## src/hdl/paff_pkg.sv

```systemverilog
package paff_pkg;
   localparam logic [7:0] CMD_ALERT_A = 8'h02;
   localparam logic [7:0] CMD_FAULT_A = 8'h03;
   localparam logic [7:0] CMD_ALERT_B = 8'h04;
   localparam logic [7:0] CMD_FAULT_B = 8'h05;
   localparam int SUMMARY_ALERT_BIT = 13;
   localparam int SUMMARY_FAULT_BIT = 12;
   localparam int LOCKOUT_BIT = 1;
   localparam int REGULATOR_BIT = 0;
   localparam int RESERVED_B_BIT = 2;
   localparam logic [7:0] FLAGS_RESET = 8'h00;
   localparam int LATCH_CNT_W = 4;

   // voltage/current sources, msb first as laid out in register A bits 7..2
   typedef struct packed {
      logic cell_overvoltage_flag;
      logic cell_undervoltage_flag;
      logic discharge_short_flag;
      logic discharge_overcurrent_tier1_flag;
      logic discharge_overcurrent_tier2_flag;
      logic charge_overcurrent_flag;
   } paff_src_a_t;

   // temperature/diagnostic sources, register B bits 7..3 then 1..0
   typedef struct packed {
      logic discharge_overtemp_flag;
      logic charge_overtemp_flag;
      logic discharge_undertemp_flag;
      logic charge_undertemp_flag;
      logic internal_overtemp_flag;
      logic reference_diag_flag;
      logic ground_diag_flag;
   } paff_src_b_t;

   // read answer to the command port
   typedef struct packed {
      logic valid;
      logic [7:0] data;
   } paff_rd_t;
endpackage : paff_pkg

```

## src/hdl/paff_lockout.sv

```systemverilog
`timescale 1ns/10ps
`default_nettype none
module paff_lockout #(
   parameter int CNT_W = paff_pkg::LATCH_CNT_W
) (
   // clock and reset
   input wire logic sys_clk_in,
   input wire logic rst_in,
   // recovery bookkeeping
   input wire logic recovery_attempt_in,
   input wire logic lockout_clear_in,
   input wire logic [CNT_W-1:0] latch_count_in,
   // status
   output logic current_recovery_lockout_flag_out,
   output logic timed_recovery_enable_out
);
   logic [CNT_W:0] attempts_reg;
   logic [CNT_W:0] attempts_next;
   logic lockout_reg;

   generate
      if (CNT_W < 1 || CNT_W > 16) begin : g_bad_width
         $error("paff_lockout: CNT_W out of range");
      end
   endgenerate

   // one extra bit so count can pass the largest latch count; saturates
   always_comb begin
      attempts_next = attempts_reg;
      if (lockout_clear_in) begin
         attempts_next = '0;
      end
      // attempt in the clearing cycle still counts
      if (recovery_attempt_in && attempts_next != {(CNT_W+1){1'b1}}) begin
         attempts_next = attempts_next + 1'b1;
      end
   end

   always_ff @(posedge sys_clk_in or posedge rst_in) begin
      if (rst_in) begin
         attempts_reg <= '0;
      end else begin
         attempts_reg <= attempts_next;
      end
   end

   always_ff @(posedge sys_clk_in or posedge rst_in) begin
      if (rst_in) begin
         lockout_reg <= 1'b0;
      end else begin
         lockout_reg <= attempts_next > {1'b0, latch_count_in};
      end
   end

   assign current_recovery_lockout_flag_out = lockout_reg;
   assign timed_recovery_enable_out = !lockout_reg;
endmodule : paff_lockout
`default_nettype wire

```

## src/hdl/paff_flags.sv

```systemverilog
`timescale 1ns/10ps
`default_nettype none
module paff_flags #(
   parameter int CNT_W = paff_pkg::LATCH_CNT_W
) (
   // clock and reset
   input wire logic sys_clk_in,
   input wire logic rst_in,
   // raw triggers from protection evaluation
   input wire paff_pkg::paff_src_a_t alert_src_a_in,
   input wire paff_pkg::paff_src_a_t fault_src_a_in,
   input wire logic regulator_output_fault_flag_in,
   input wire paff_pkg::paff_src_b_t alert_src_b_in,
   input wire paff_pkg::paff_src_b_t fault_src_b_in,
   // per-bit enables, register layout
   input wire logic [7:0] alert_enable_a_in,
   input wire logic [7:0] fault_enable_a_in,
   input wire logic [7:0] alert_enable_b_in,
   input wire logic [7:0] fault_enable_b_in,
   // current recovery
   input wire logic recovery_attempt_in,
   input wire logic lockout_clear_in,
   input wire logic [CNT_W-1:0] latch_count_in,
   output logic timed_recovery_enable_out,
   // command port
   input wire logic [7:0] cmd_code_in,
   input wire logic rd_req_in,
   input wire logic wr_req_in,
   output paff_pkg::paff_rd_t rd_out,
   output logic wr_ignored_out,
   // flag registers and summary
   output logic [7:0] protection_alert_flags_a_out,
   output logic [7:0] protection_fault_flags_a_out,
   output logic [7:0] protection_alert_flags_b_out,
   output logic [7:0] protection_fault_flags_b_out,
   output logic [15:0] summary_status_out
);
   logic [7:0] protection_alert_flags_a_reg;
   logic [7:0] protection_fault_flags_a_reg;
   logic [7:0] protection_alert_flags_b_reg;
   logic [7:0] protection_fault_flags_b_reg;
   logic [7:0] alert_a_next;
   logic [7:0] fault_a_next;
   logic [7:0] alert_b_next;
   logic [7:0] fault_b_next;
   logic alert_present_summary_reg;
   logic fault_present_summary_reg;
   paff_pkg::paff_rd_t rd_reg;
   logic wr_ignored_reg;
   logic lockout_flag;

   generate
      if (CNT_W < 1 || CNT_W > 16) begin : g_bad_width
         $error("paff_flags: CNT_W out of range");
      end
   endgenerate

   function automatic logic is_flag_cmd(input logic [7:0] code);
      is_flag_cmd = code >= paff_pkg::CMD_ALERT_A && code <= paff_pkg::CMD_FAULT_B;
   endfunction : is_flag_cmd

   // B layout leaves bit 2 as a zero hole
   function automatic logic [7:0] place_b(input paff_pkg::paff_src_b_t src);
      place_b = {src[6:2], 1'b0, src[1:0]};
   endfunction : place_b

   paff_lockout #(
      .CNT_W(CNT_W)
   ) u_paff_lockout (
      .sys_clk_in(sys_clk_in),
      .rst_in(rst_in),
      .recovery_attempt_in(recovery_attempt_in),
      .lockout_clear_in(lockout_clear_in),
      .latch_count_in(latch_count_in),
      .current_recovery_lockout_flag_out(lockout_flag),
      .timed_recovery_enable_out(timed_recovery_enable_out)
   );

   // flags follow triggers gated by enables; reserved bits forced low
   always_comb begin
      alert_a_next = {alert_src_a_in, 2'b00} & alert_enable_a_in;
      fault_a_next = {fault_src_a_in, lockout_flag, regulator_output_fault_flag_in}
         & fault_enable_a_in;
      alert_b_next = place_b(alert_src_b_in) & alert_enable_b_in;
      fault_b_next = place_b(fault_src_b_in) & fault_enable_b_in;
   end

   // only the evaluation side loads these; host writes never reach them
   always_ff @(posedge sys_clk_in or posedge rst_in) begin
      if (rst_in) begin
         protection_alert_flags_a_reg <= paff_pkg::FLAGS_RESET;
         protection_fault_flags_a_reg <= paff_pkg::FLAGS_RESET;
         protection_alert_flags_b_reg <= paff_pkg::FLAGS_RESET;
         protection_fault_flags_b_reg <= paff_pkg::FLAGS_RESET;
      end else begin
         protection_alert_flags_a_reg <= alert_a_next;
         protection_fault_flags_a_reg <= fault_a_next;
         protection_alert_flags_b_reg <= alert_b_next;
         protection_fault_flags_b_reg <= fault_b_next;
      end
   end

   // summary computed from next values so it lines up with the registers
   always_ff @(posedge sys_clk_in or posedge rst_in) begin
      if (rst_in) begin
         alert_present_summary_reg <= 1'b0;
         fault_present_summary_reg <= 1'b0;
      end else begin
         alert_present_summary_reg <= |{alert_a_next, alert_b_next};
         fault_present_summary_reg <= |{fault_a_next, fault_b_next};
      end
   end

   // reads have no security gating; unmapped codes answer zero
   always_ff @(posedge sys_clk_in or posedge rst_in) begin
      if (rst_in) begin
         rd_reg <= '0;
      end else begin
         rd_reg.valid <= rd_req_in;
         if (rd_req_in) begin
            case (cmd_code_in)
               paff_pkg::CMD_ALERT_A: rd_reg.data <= protection_alert_flags_a_reg;
               paff_pkg::CMD_FAULT_A: rd_reg.data <= protection_fault_flags_a_reg;
               paff_pkg::CMD_ALERT_B: rd_reg.data <= protection_alert_flags_b_reg;
               paff_pkg::CMD_FAULT_B: rd_reg.data <= protection_fault_flags_b_reg;
               default: rd_reg.data <= 8'h00;
            endcase
         end
      end
   end

   always_ff @(posedge sys_clk_in or posedge rst_in) begin
      if (rst_in) begin
         wr_ignored_reg <= 1'b0;
      end else begin
         wr_ignored_reg <= wr_req_in && is_flag_cmd(cmd_code_in);
      end
   end

   assign protection_alert_flags_a_out = protection_alert_flags_a_reg;
   assign protection_fault_flags_a_out = protection_fault_flags_a_reg;
   assign protection_alert_flags_b_out = protection_alert_flags_b_reg;
   assign protection_fault_flags_b_out = protection_fault_flags_b_reg;
   assign rd_out = rd_reg;
   assign wr_ignored_out = wr_ignored_reg;
   assign summary_status_out = {2'b00, alert_present_summary_reg, fault_present_summary_reg, 12'h000};
endmodule : paff_flags
`default_nettype wire

```

## config.mk

```make
export PLATFORM = sky130hd
export DESIGN_NAME = paff_flags
export DESIGN_NICKNAME = d
export VERILOG_FILES = /design/src/hdl/paff_pkg.sv /design/src/hdl/paff_lockout.sv /design/src/hdl/paff_flags.sv
export SDC_FILE = /design/constraint.sdc
export NUM_CORES = 1
export LEC_CHECK = 0
export BUFFER_PORTS_ARGS = -buffer_cell sky130_fd_sc_hd__buf_2
export CORE_MARGIN = 3
export CORE_UTILIZATION = 47
export CTS_BUF_LIST = sky130_fd_sc_hd__clkbuf_8 sky130_fd_sc_hd__clkbuf_16
export DETAILED_ROUTE_END_ITERATION = 12
export PLACE_DENSITY = 0.86
export REMOVE_ABC_BUFFERS = 1
export SLEW_MARGIN = 20
export SYNTH_ARGS = -nofsm -noshare
export SYNTH_HDL_FRONTEND = slang
export SYNTH_SLANG_ARGS = --single-unit
export TNS_END_PERCENT = 5
```

## constraint.sdc

```tcl
create_clock -name sys_clk_in -period 3.92 [get_ports sys_clk_in]
set_clock_uncertainty 0.15 [all_clocks]
set_input_delay 0.392 -clock sys_clk_in [delete_from_list [all_inputs] [get_ports sys_clk_in]]
set_output_delay 0.392 -clock sys_clk_in [all_outputs]
set_load 0.03 [all_outputs]
```

==> results of run 1 <==
[Yosys cell counts (2+ instances only)]
master and count:
nor2b_1 11, a221oi_2 4, or3_1 2, mux2_2 3, and3_1 3, and2_1 34
inv_1 7, a22oi_1 5, mux2_1 2, a22o_1 3, xor2_1 3, clkbuf_1 5
a222oi_1 2, nor2_1 5, nand2b_1 5, and4b_1 2, buf_4 20, or4_1 2
and3b_1 4, ha_1 6, a2111oi_0 4, dfrtp_1 46, a211oi_1 2, nand4_1 2
nor4bb_1 2, o2bb2ai_1 3
[cell type report]
cell class | instances | area, sq um | area share
Clock buffer | 5 | 68.8 | 0.0237
Clock inverter | 2 | 7.51 | 0.00259
Inverter | 8 | 31.3 | 0.0108
Multi-Input combinational cell | 138 | 998 | 0.344
Sequential cell | 46 | 1150 | 0.396
Tap cell | 65 | 81.3 | 0.0280
Timing Repair Buffer | 113 | 566 | 0.195
[layer usage]
| layer | up-vias | track usage | wire (microns) |
|---|---|---|---|
| met5 | - | 0 | 0 |
| met1 | 877 | 0.222 | 2120 |
| met2 | 76 | 0.362 | 2940 |
| met4 | 0 | 0.0489 | 53 |
| met3 | 4 | 0.0687 | 410 |
| li1 | 892 | - | - |
[worst register-to-register path: stages (launching register included)]
cell	delay (ns)
dfrtp_1	0.39
nor2b_1	0.16
ha_1	0.19
and3_1	0.15
ha_1	0.18
nand2b_1	0.23
nor2_1	0.18
xor2_1	0.26
ha_1	0.30
or3_1	0.31
o311ai_1	0.08
o21bai_1	0.09
[final timing paths]
path                                                start                                          endpoint  slack [ns]
max reg2reg                u_paff_lockout.attempts_reg[0]  u_paff_lockout.current_recovery_lockout_flag_out        1.14
max in group asynchronous                          rst_in                   protection_alert_flags_b_out[0]        2.88
max                        u_paff_lockout.attempts_reg[0]  u_paff_lockout.current_recovery_lockout_flag_out        1.14
min in group sys_clk_in              fault_enable_a_in[2]                   protection_fault_flags_a_out[2]        0.17
min reg2reg                                     rd_out[1]                                         rd_out[1]        0.36
min                                                rst_in                   protection_fault_flags_b_out[6]        0.15
[through the flow]
step	hold slack, ns	util
detailed placement	0.341	0.624
finish	0.151	0.640
CTS	0.166	0.640
global placement	0.327	0.624
global route	0.159	0.640
floorplan	0.273	-
[cell families (layout without fill, tap and decap cells)]
family          Yosys count  count (layout)  synth area share
mux                       5               5            0.0245
other cells               1              18           0.00163
fa+ha+maj                 6               6            0.0327
compound gates           27              27             0.107
xor+xnor                  3               3            0.0114
flops                    46              46             0.501
buf+inv                  34             128            0.0920
simple gates             79              79             0.229
[power by group]
group | switching (mW) | internal (mW) | total, mW
logic | 0.123 | 0.0698 | 0.192
clock network | 0.144 | 0.118 | 0.262
registers | 0.0106 | 0.495 | 0.505
total | 0.277 | 0.682 | 0.959
==> impl_metrics.py, run 1 <==
metrics = {
    "sta": {
        "maxClockFrequency_mhz": 359,
        "grt_setup_unrepaired": "no",
        "final.min_clock_period_ns": 2.78,
        "period_share": 0.710,
        "worstMarginPinSlew_ns": 0.932,
        "maxSlewViolCount": 0,
        "hold_violations": 0,
        "fin_ws_ns": 1.14,
        "final-setup-viol-count": 0,
        "slew_headroom": 0.378,
        "fin_tns_setup_ns": 0,
    },
    "worst_setup_path": {
        "arrival_ns": 2.81,
        "slowest_stage": "dfrtp_1",
        "crit_type": "reg2reg",
        "cp.depth": 11,
        "worstPathMaxFanout": 6,
        "crit_family": "simple AND/OR/NAND/NOR gates",
        "startpoint_type": "flop",
        "cpPeakStageDelay_ns": 0.39,
        "rr_worst_depth": 11,
        "cpMostUsedCell": "ha_1",
        "cp.required_ns": 3.95,
        "path_cells": "nor2b_1 -> ha_1 -> and3_1 -> ha_1 -> nand2b_1 -> nor2_1 -> xor2_1 -> ha_1 -> or3_1 -> o311ai_1 -> o21bai_1",
        "critPathBufInv": 0,
        "crit_path_end_kind": "flop",
    },
    "die": {
        "start_util": 0.507,
        "die_area_sq_um": 5760,
        "die_x_microns": 75.9,
        "coreArea_sq_um": 4530,
        "num_io_pins": 136,
        "chipHeight_microns": 75.9,
        "rows": 24,
    },
    "clock_network": {
        "cts-buffers-inserted": 5,
        "h-tree-depth": 2,
        "cts-resized-gates": 0,
        "cts_sinks": 46,
        "clk_path_buf_depth": 2,
        "clkTransAtPathRegs_ns": 0.08,
        "cts_tree": "done",
        "cts_hold_buf": 0,
        "clk_latency_ns": 0.29,
        "postCtsSetupRepairBufs": 0,
        "cts-root-buf": "clkbuf_8",
    },
    "synth": {
        "syn_area_sq_um": 2300,
        "synth_edf_count": 0,
        "synth-seq-cells": 46,
        "synth_cell_types": 40,
        "yosysSeqAreaShare": 0.501,
        "avgSynthCellArea_sq_um": 11.4,
        "syn_inst": 201,
        "synth.top_cell.area_share": 0.501,
        "synth-main-ff-cell": "dfrtp_1",
        "synth-async-reset-ratio": 1.00,
        "ys_warn_count": 0,
        "yosysTopAreaCell": "dfrtp_1",
        "synthTopCellsByArea": "dfrtp_1 50%, and2_1 9.3%, buf_4 6.5%, ha_1 3.3%, nor2b_1 3.0%",
    },
    "layout": {
        "stdcell_count": 377,
        "syn_to_final_growth_pct": 26.4,
        "final_cell_mix": "113 x buf_2, 46 x dfrtp_1, 34 x and2_1",
        "fin_nets": 395,
        "design_area_sq_um": 2900,
        "n_antenna_cell": 0,
        "nFillCells": 382,
        "layout_commonest_cell": "buf_2",
        "drive_above_1_share": 0.417,
        "largest_reg_flops": 9,
    },
    "grt": {
        "grt_pass1_vias": 1971,
        "globalRouteTotalUtil": 0.199,
        "antenna_found_initial": 0,
        "grt_max_degree": 47,
        "grt-ovfl-total": 0,
        "grt_pass1_wl_microns": 9180,
    },
    "placed_design": {
        "port_buffers": 113,
        "dp_cells": 370,
        "placed_cell_area_sq_um": 2830,
        "gp_congestion": 0.825,
        "dp_hpwl_microns": 4520,
        "dpl_worst_slack_ns": 1.04,
    },
    "routing": {
        "dr.pass1.iters": 4,
        "drc": 0,
        "num_vias": 1849,
        "wirelength_microns": 5520,
        "wl_per_cell_microns": 14.6,
        "drt_iter0_markers": 73,
        "viasPerCell": 4.90,
        "ant_nets": 0,
    },
    "power_and_ir_drop": {
        "p_leak_nw": 1.57,
        "powerDensity_nw_per_um2": 330,
        "ir_drop_uv": 228,
        "total_power_mw": 0.959,
    },
    "flow_run": {
        "drv_cap": 0,
    },
    "hold_path": {
        "hp-class": "in2async",
    },
    "run_status": {
        "outcome": "finished, final reports clean",
    },
}
(Power assumes the default switching activity.)
==> inputs of run 2 (changes only) <==
--- a/config.mk
+++ b/config.mk
@@ -5,12 +5,13 @@
 export SDC_FILE = /design/constraint.sdc
 export NUM_CORES = 1
 export LEC_CHECK = 0
+export ABC_AREA = 1
 export BUFFER_PORTS_ARGS = -buffer_cell sky130_fd_sc_hd__buf_2
 export CORE_MARGIN = 3
-export CORE_UTILIZATION = 47
+export CORE_UTILIZATION = 39
 export CTS_BUF_LIST = sky130_fd_sc_hd__clkbuf_8 sky130_fd_sc_hd__clkbuf_16
 export DETAILED_ROUTE_END_ITERATION = 12
-export PLACE_DENSITY = 0.86
+export PLACE_DENSITY = 0.76
 export REMOVE_ABC_BUFFERS = 1
 export SLEW_MARGIN = 20
 export SYNTH_ARGS = -nofsm -noshare
==> constraint.sdc (replaced) <==
create_clock -name sys_clk_in -period 2.5 [get_ports sys_clk_in]
set_clock_uncertainty 0.15 [all_clocks]
set_input_delay 0.25 -clock sys_clk_in [delete_from_list [all_inputs] [get_ports sys_clk_in]]
set_output_delay 0.25 -clock sys_clk_in [all_outputs]
set_load 0.03 [all_outputs]
==> run 2 against run 1 <==
Utilization down 10 points. Clock power up 73%. Sequential share of layout area down 1.5 points. Largest cell class unchanged. Count of clock-buffer cells in the layout unchanged. Non-clock buffer count up 7. Synthesized cell count up 36%.
==> impl_metrics.py, run 2 <==
metrics = {
    "routing": {
        "met3_length_microns": 303,
        "top_layer": "met4",
        "wl_met1_microns": 2120,
        "wl_per_cell_microns": 11.9,
        "wirelength_microns": 5560,
        "viasPerCell": 4.36,
        "num_vias": 2035,
        "ant_nets": 0,
        "drc": 0,
        "dr.pass1.iters": 4,
        "wl_met2_microns": 3050,
        "drt_iter0_markers": 63,
    },
    "die": {
        "num_io_pins": 136,
        "start_util": 0.412,
        "die_area_sq_um": 6880,
        "coreArea_sq_um": 5610,
        "chipHeight_microns": 83.0,
        "rows": 27,
        "die_x_microns": 83.0,
    },
    "sta": {
        "maxClockFrequency_mhz": 418,
        "final.min_clock_period_ns": 2.40,
        "maxSlewViolCount": 0,
        "holdWs_ns": 0.00725,
        "grt_setup_unrepaired": "yes",
        "slew_headroom": 0.636,
        "final-setup-viol-count": 0,
        "worstMarginPinSlew_ns": 0.545,
        "period_share": 0.958,
        "hold_violations": 0,
    },
    "power_and_ir_drop": {
        "ir_drop_uv": 251,
        "switchingPower_mw": 0.475,
        "power.share.clock": 0.292,
        "switching_share": 0.306,
        "power_frac_seq": 0.511,
        "combPwrFrac": 0.197,
        "p_int_mw": 1.08,
        "p_leak_nw": 1.90,
        "powerDensity_nw_per_um2": 514,
    },
    "worst_setup_path": {
        "worstPathMaxFanout": 3,
        "cp.required_ns": 2.52,
        "startpoint_type": "flop",
        "slowest_stage": "dfrtp_1",
        "arrival_ns": 2.42,
        "r2r_start": "u_paff_lockout.attempts_reg[1]",
        "cpMostUsedCell": "nand2_1",
        "crit_type": "reg2reg",
        "crit_path_end_kind": "flop",
        "rr_worst_depth": 16,
        "rrSetupSlack_ns": 0.10,
        "cpPeakStageDelay_ns": 0.33,
        "path_cells": "inv_1 -> nor2_2 -> ha_4 -> nand2_2 -> nor2_1 -> ha_2 -> or2_4 -> inv_2 -> buf_4 -> nand2_1 -> xor2_1 -> ha_1 -> nand2_1 -> o21ai_1 -> nand2_1 -> nand3_1",
        "r2r-end": "u_paff_lockout.current_recovery_lockout_flag_out",
    },
    "grt": {
        "grt-ovfl-total": 0,
        "grt_max_degree": 31,
        "globalRouteTotalUtil": 0.158,
        "grt_pass1_wl_microns": 8910,
        "grt_pass1_vias": 2020,
        "antenna_found_initial": 0,
    },
    "hold_path": {
        "hold_depth": 3,
        "min_to": "protection_alert_flags_b_out[6]",
        "hp-class": "in2reg",
        "hp-start": "alert_enable_b_in[6]",
    },
    "clock_network": {
        "h-tree-depth": 2,
        "clkTransAtPathRegs_ns": 0.10,
        "postCtsSetupRepairBufs": 0,
        "clk_path_buf_depth": 2,
        "cts_tree": "done",
        "cts-root-buf": "clkbuf_8",
        "clk_latency_ns": 0.29,
        "cts-buffers-inserted": 5,
        "cts_sinks": 46,
    },
    "placed_design": {
        "gp_congestion": 0.855,
        "port_buffers": 113,
        "dp_hpwl_microns": 4680,
    },
    "layout": {
        "fin_util": 0.539,
        "fin_nets": 477,
        "largest_reg_flops": 9,
        "n_antenna_cell": 0,
        "layout_commonest_cell": "buf_2",
        "syn_to_final_growth_pct": 30.8,
        "nFillCells": 546,
        "final_cell_mix": "113 x buf_2, 74 x nand2_1, 46 x dfrtp_1",
        "drive_above_1_share": 0.390,
    },
    "synth": {
        "synth-seq-cells": 46,
        "synth-main-ff-cell": "dfrtp_1",
        "yosysSeqAreaShare": 0.498,
        "synth-async-reset-ratio": 1.00,
        "syn_inst": 274,
        "avgSynthCellArea_sq_um": 8.43,
        "synth.top_cell.area_share": 0.498,
        "ys_top_cells_by_count": "76 x nand2_1, 46 x dfrtp_1, 39 x inv_1, 33 x nand3_1, 20 x buf_4",
        "yosysTopAreaCell": "dfrtp_1",
        "syn_area_sq_um": 2310,
        "post-synth-top-count-cell": "nand2_1",
        "ys_warn_count": 0,
        "synthTopCellsByArea": "dfrtp_1 50%, nand2_1 12%, nand3_1 7.2%, buf_4 6.5%, inv_1 6.3%",
        "synth_edf_count": 0,
        "synth_cell_types": 25,
    },
    "flow_run": {
        "drv_cap": 0,
    },
    "run_status": {
        "outcome": "finished, final reports clean",
    },
}
==> run 2: timing repair <==
action,CTS,global route
hold endpoints to repair,15,0
hold buffers,1,0
cloned,0,0
pin swaps,0,8
endpoints found under the setup margin,1,1
gates resized for setup,1,8
==> run 2: layer usage <==
layer / vias to the layer above / track usage
met4: 0 / 0.0446
li1: 1042 / -
met1: 921 / 0.163
met3: 9 / 0.0377
met5: - / 0
met2: 63 / 0.310
==> run 2: power by group through the flow <==
| stage | combinational [mW] | clock, mW | sequential [mW] |
|---|---|---|---|
| 4_1_cts | 0.302 | 0.468 | 0.793 |
| 5_1_grt | 0.334 | 0.498 | 0.798 |
| 6_report | 0.305 | 0.453 | 0.794 |
| 3_5_place_dp | 0.299 | 0 | 0.808 |
| 3_3_place_gp | 0.294 | 0 | 0.808 |
| 2_1_floorplan | 0.127 | 0 | 0.855 |
==> run 2: worst max-delay path: cells and delay by family, from the launching register on <==
kind                       cells  cell delay, ns
AOI/OAI and AO/OA              1            0.06
xor gates and xnor gates       1            0.20
adders and majority gates      3            0.63
buffers and inverters          3            0.21
DFF                            1            0.33
and+or+nand+nor                8            0.69
==> run 2: cell families after synthesis <==
group / Yosys count / synth area share
AND/OR/NAND/NOR: 132 / 0.264
buffers and inverters: 75 / 0.167
adder cells (fa/ha/maj): 6 / 0.0325
flip-flops: 46 / 0.498
AO/OA/AOI/OAI: 11 / 0.0249
XOR/XNOR: 3 / 0.0114
other: 1 / 0.00162
==> run 2: layout make-up <==
class | count | area [sq um] | share of cell area
Multi-Input combinational cell | 170 | 875 | 0.290
Sequential cell | 46 | 1150 | 0.381
Tap cell | 72 | 90.1 | 0.0298
Timing Repair Buffer | 120 | 621 | 0.205
Clock inverter | 3 | 23.8 | 0.00787
Clock buffer | 5 | 68.8 | 0.0228
Inverter | 51 | 191 | 0.0634
==> run 2: how the worst max path moves through the flow <==
stage | depth (start not counted) | to | startpoint | slack (ns)
after global routing | 16 | u_paff_lockout.current_recovery_lockout_flag_out | u_paff_lockout.attempts_reg[0] | -0.07
after floorplan | 16 | u_paff_lockout.current_recovery_lockout_flag_out | u_paff_lockout.attempts_reg[0] | 0.09
final | 16 | u_paff_lockout.current_recovery_lockout_flag_out | u_paff_lockout.attempts_reg[1] | 0.10
after detailed placement | 18 | u_paff_lockout.current_recovery_lockout_flag_out | lockout_clear_in | -0.11
after global placement | 18 | u_paff_lockout.current_recovery_lockout_flag_out | lockout_clear_in | 0.02
after CTS | 16 | u_paff_lockout.current_recovery_lockout_flag_out | u_paff_lockout.attempts_reg[1] | 0.006
==> run 2: metrics by stage <==
stage	instance area, sq um	setup WS [ns]	std cells	setup TNS (ns)	total power, mW
2_1_floorplan	2180	0.0932	267	0	0.983
3_3_place_gp	2880	0.0221	458	0	1.10
3_5_place_dp	2880	-0.107	458	-0.107	1.11
4_1_cts	2990	0.00565	467	0	1.56
5_1_grt	3020	-0.0676	467	-0.0676	1.63
6_report	3020	0.105	467	0	1.55
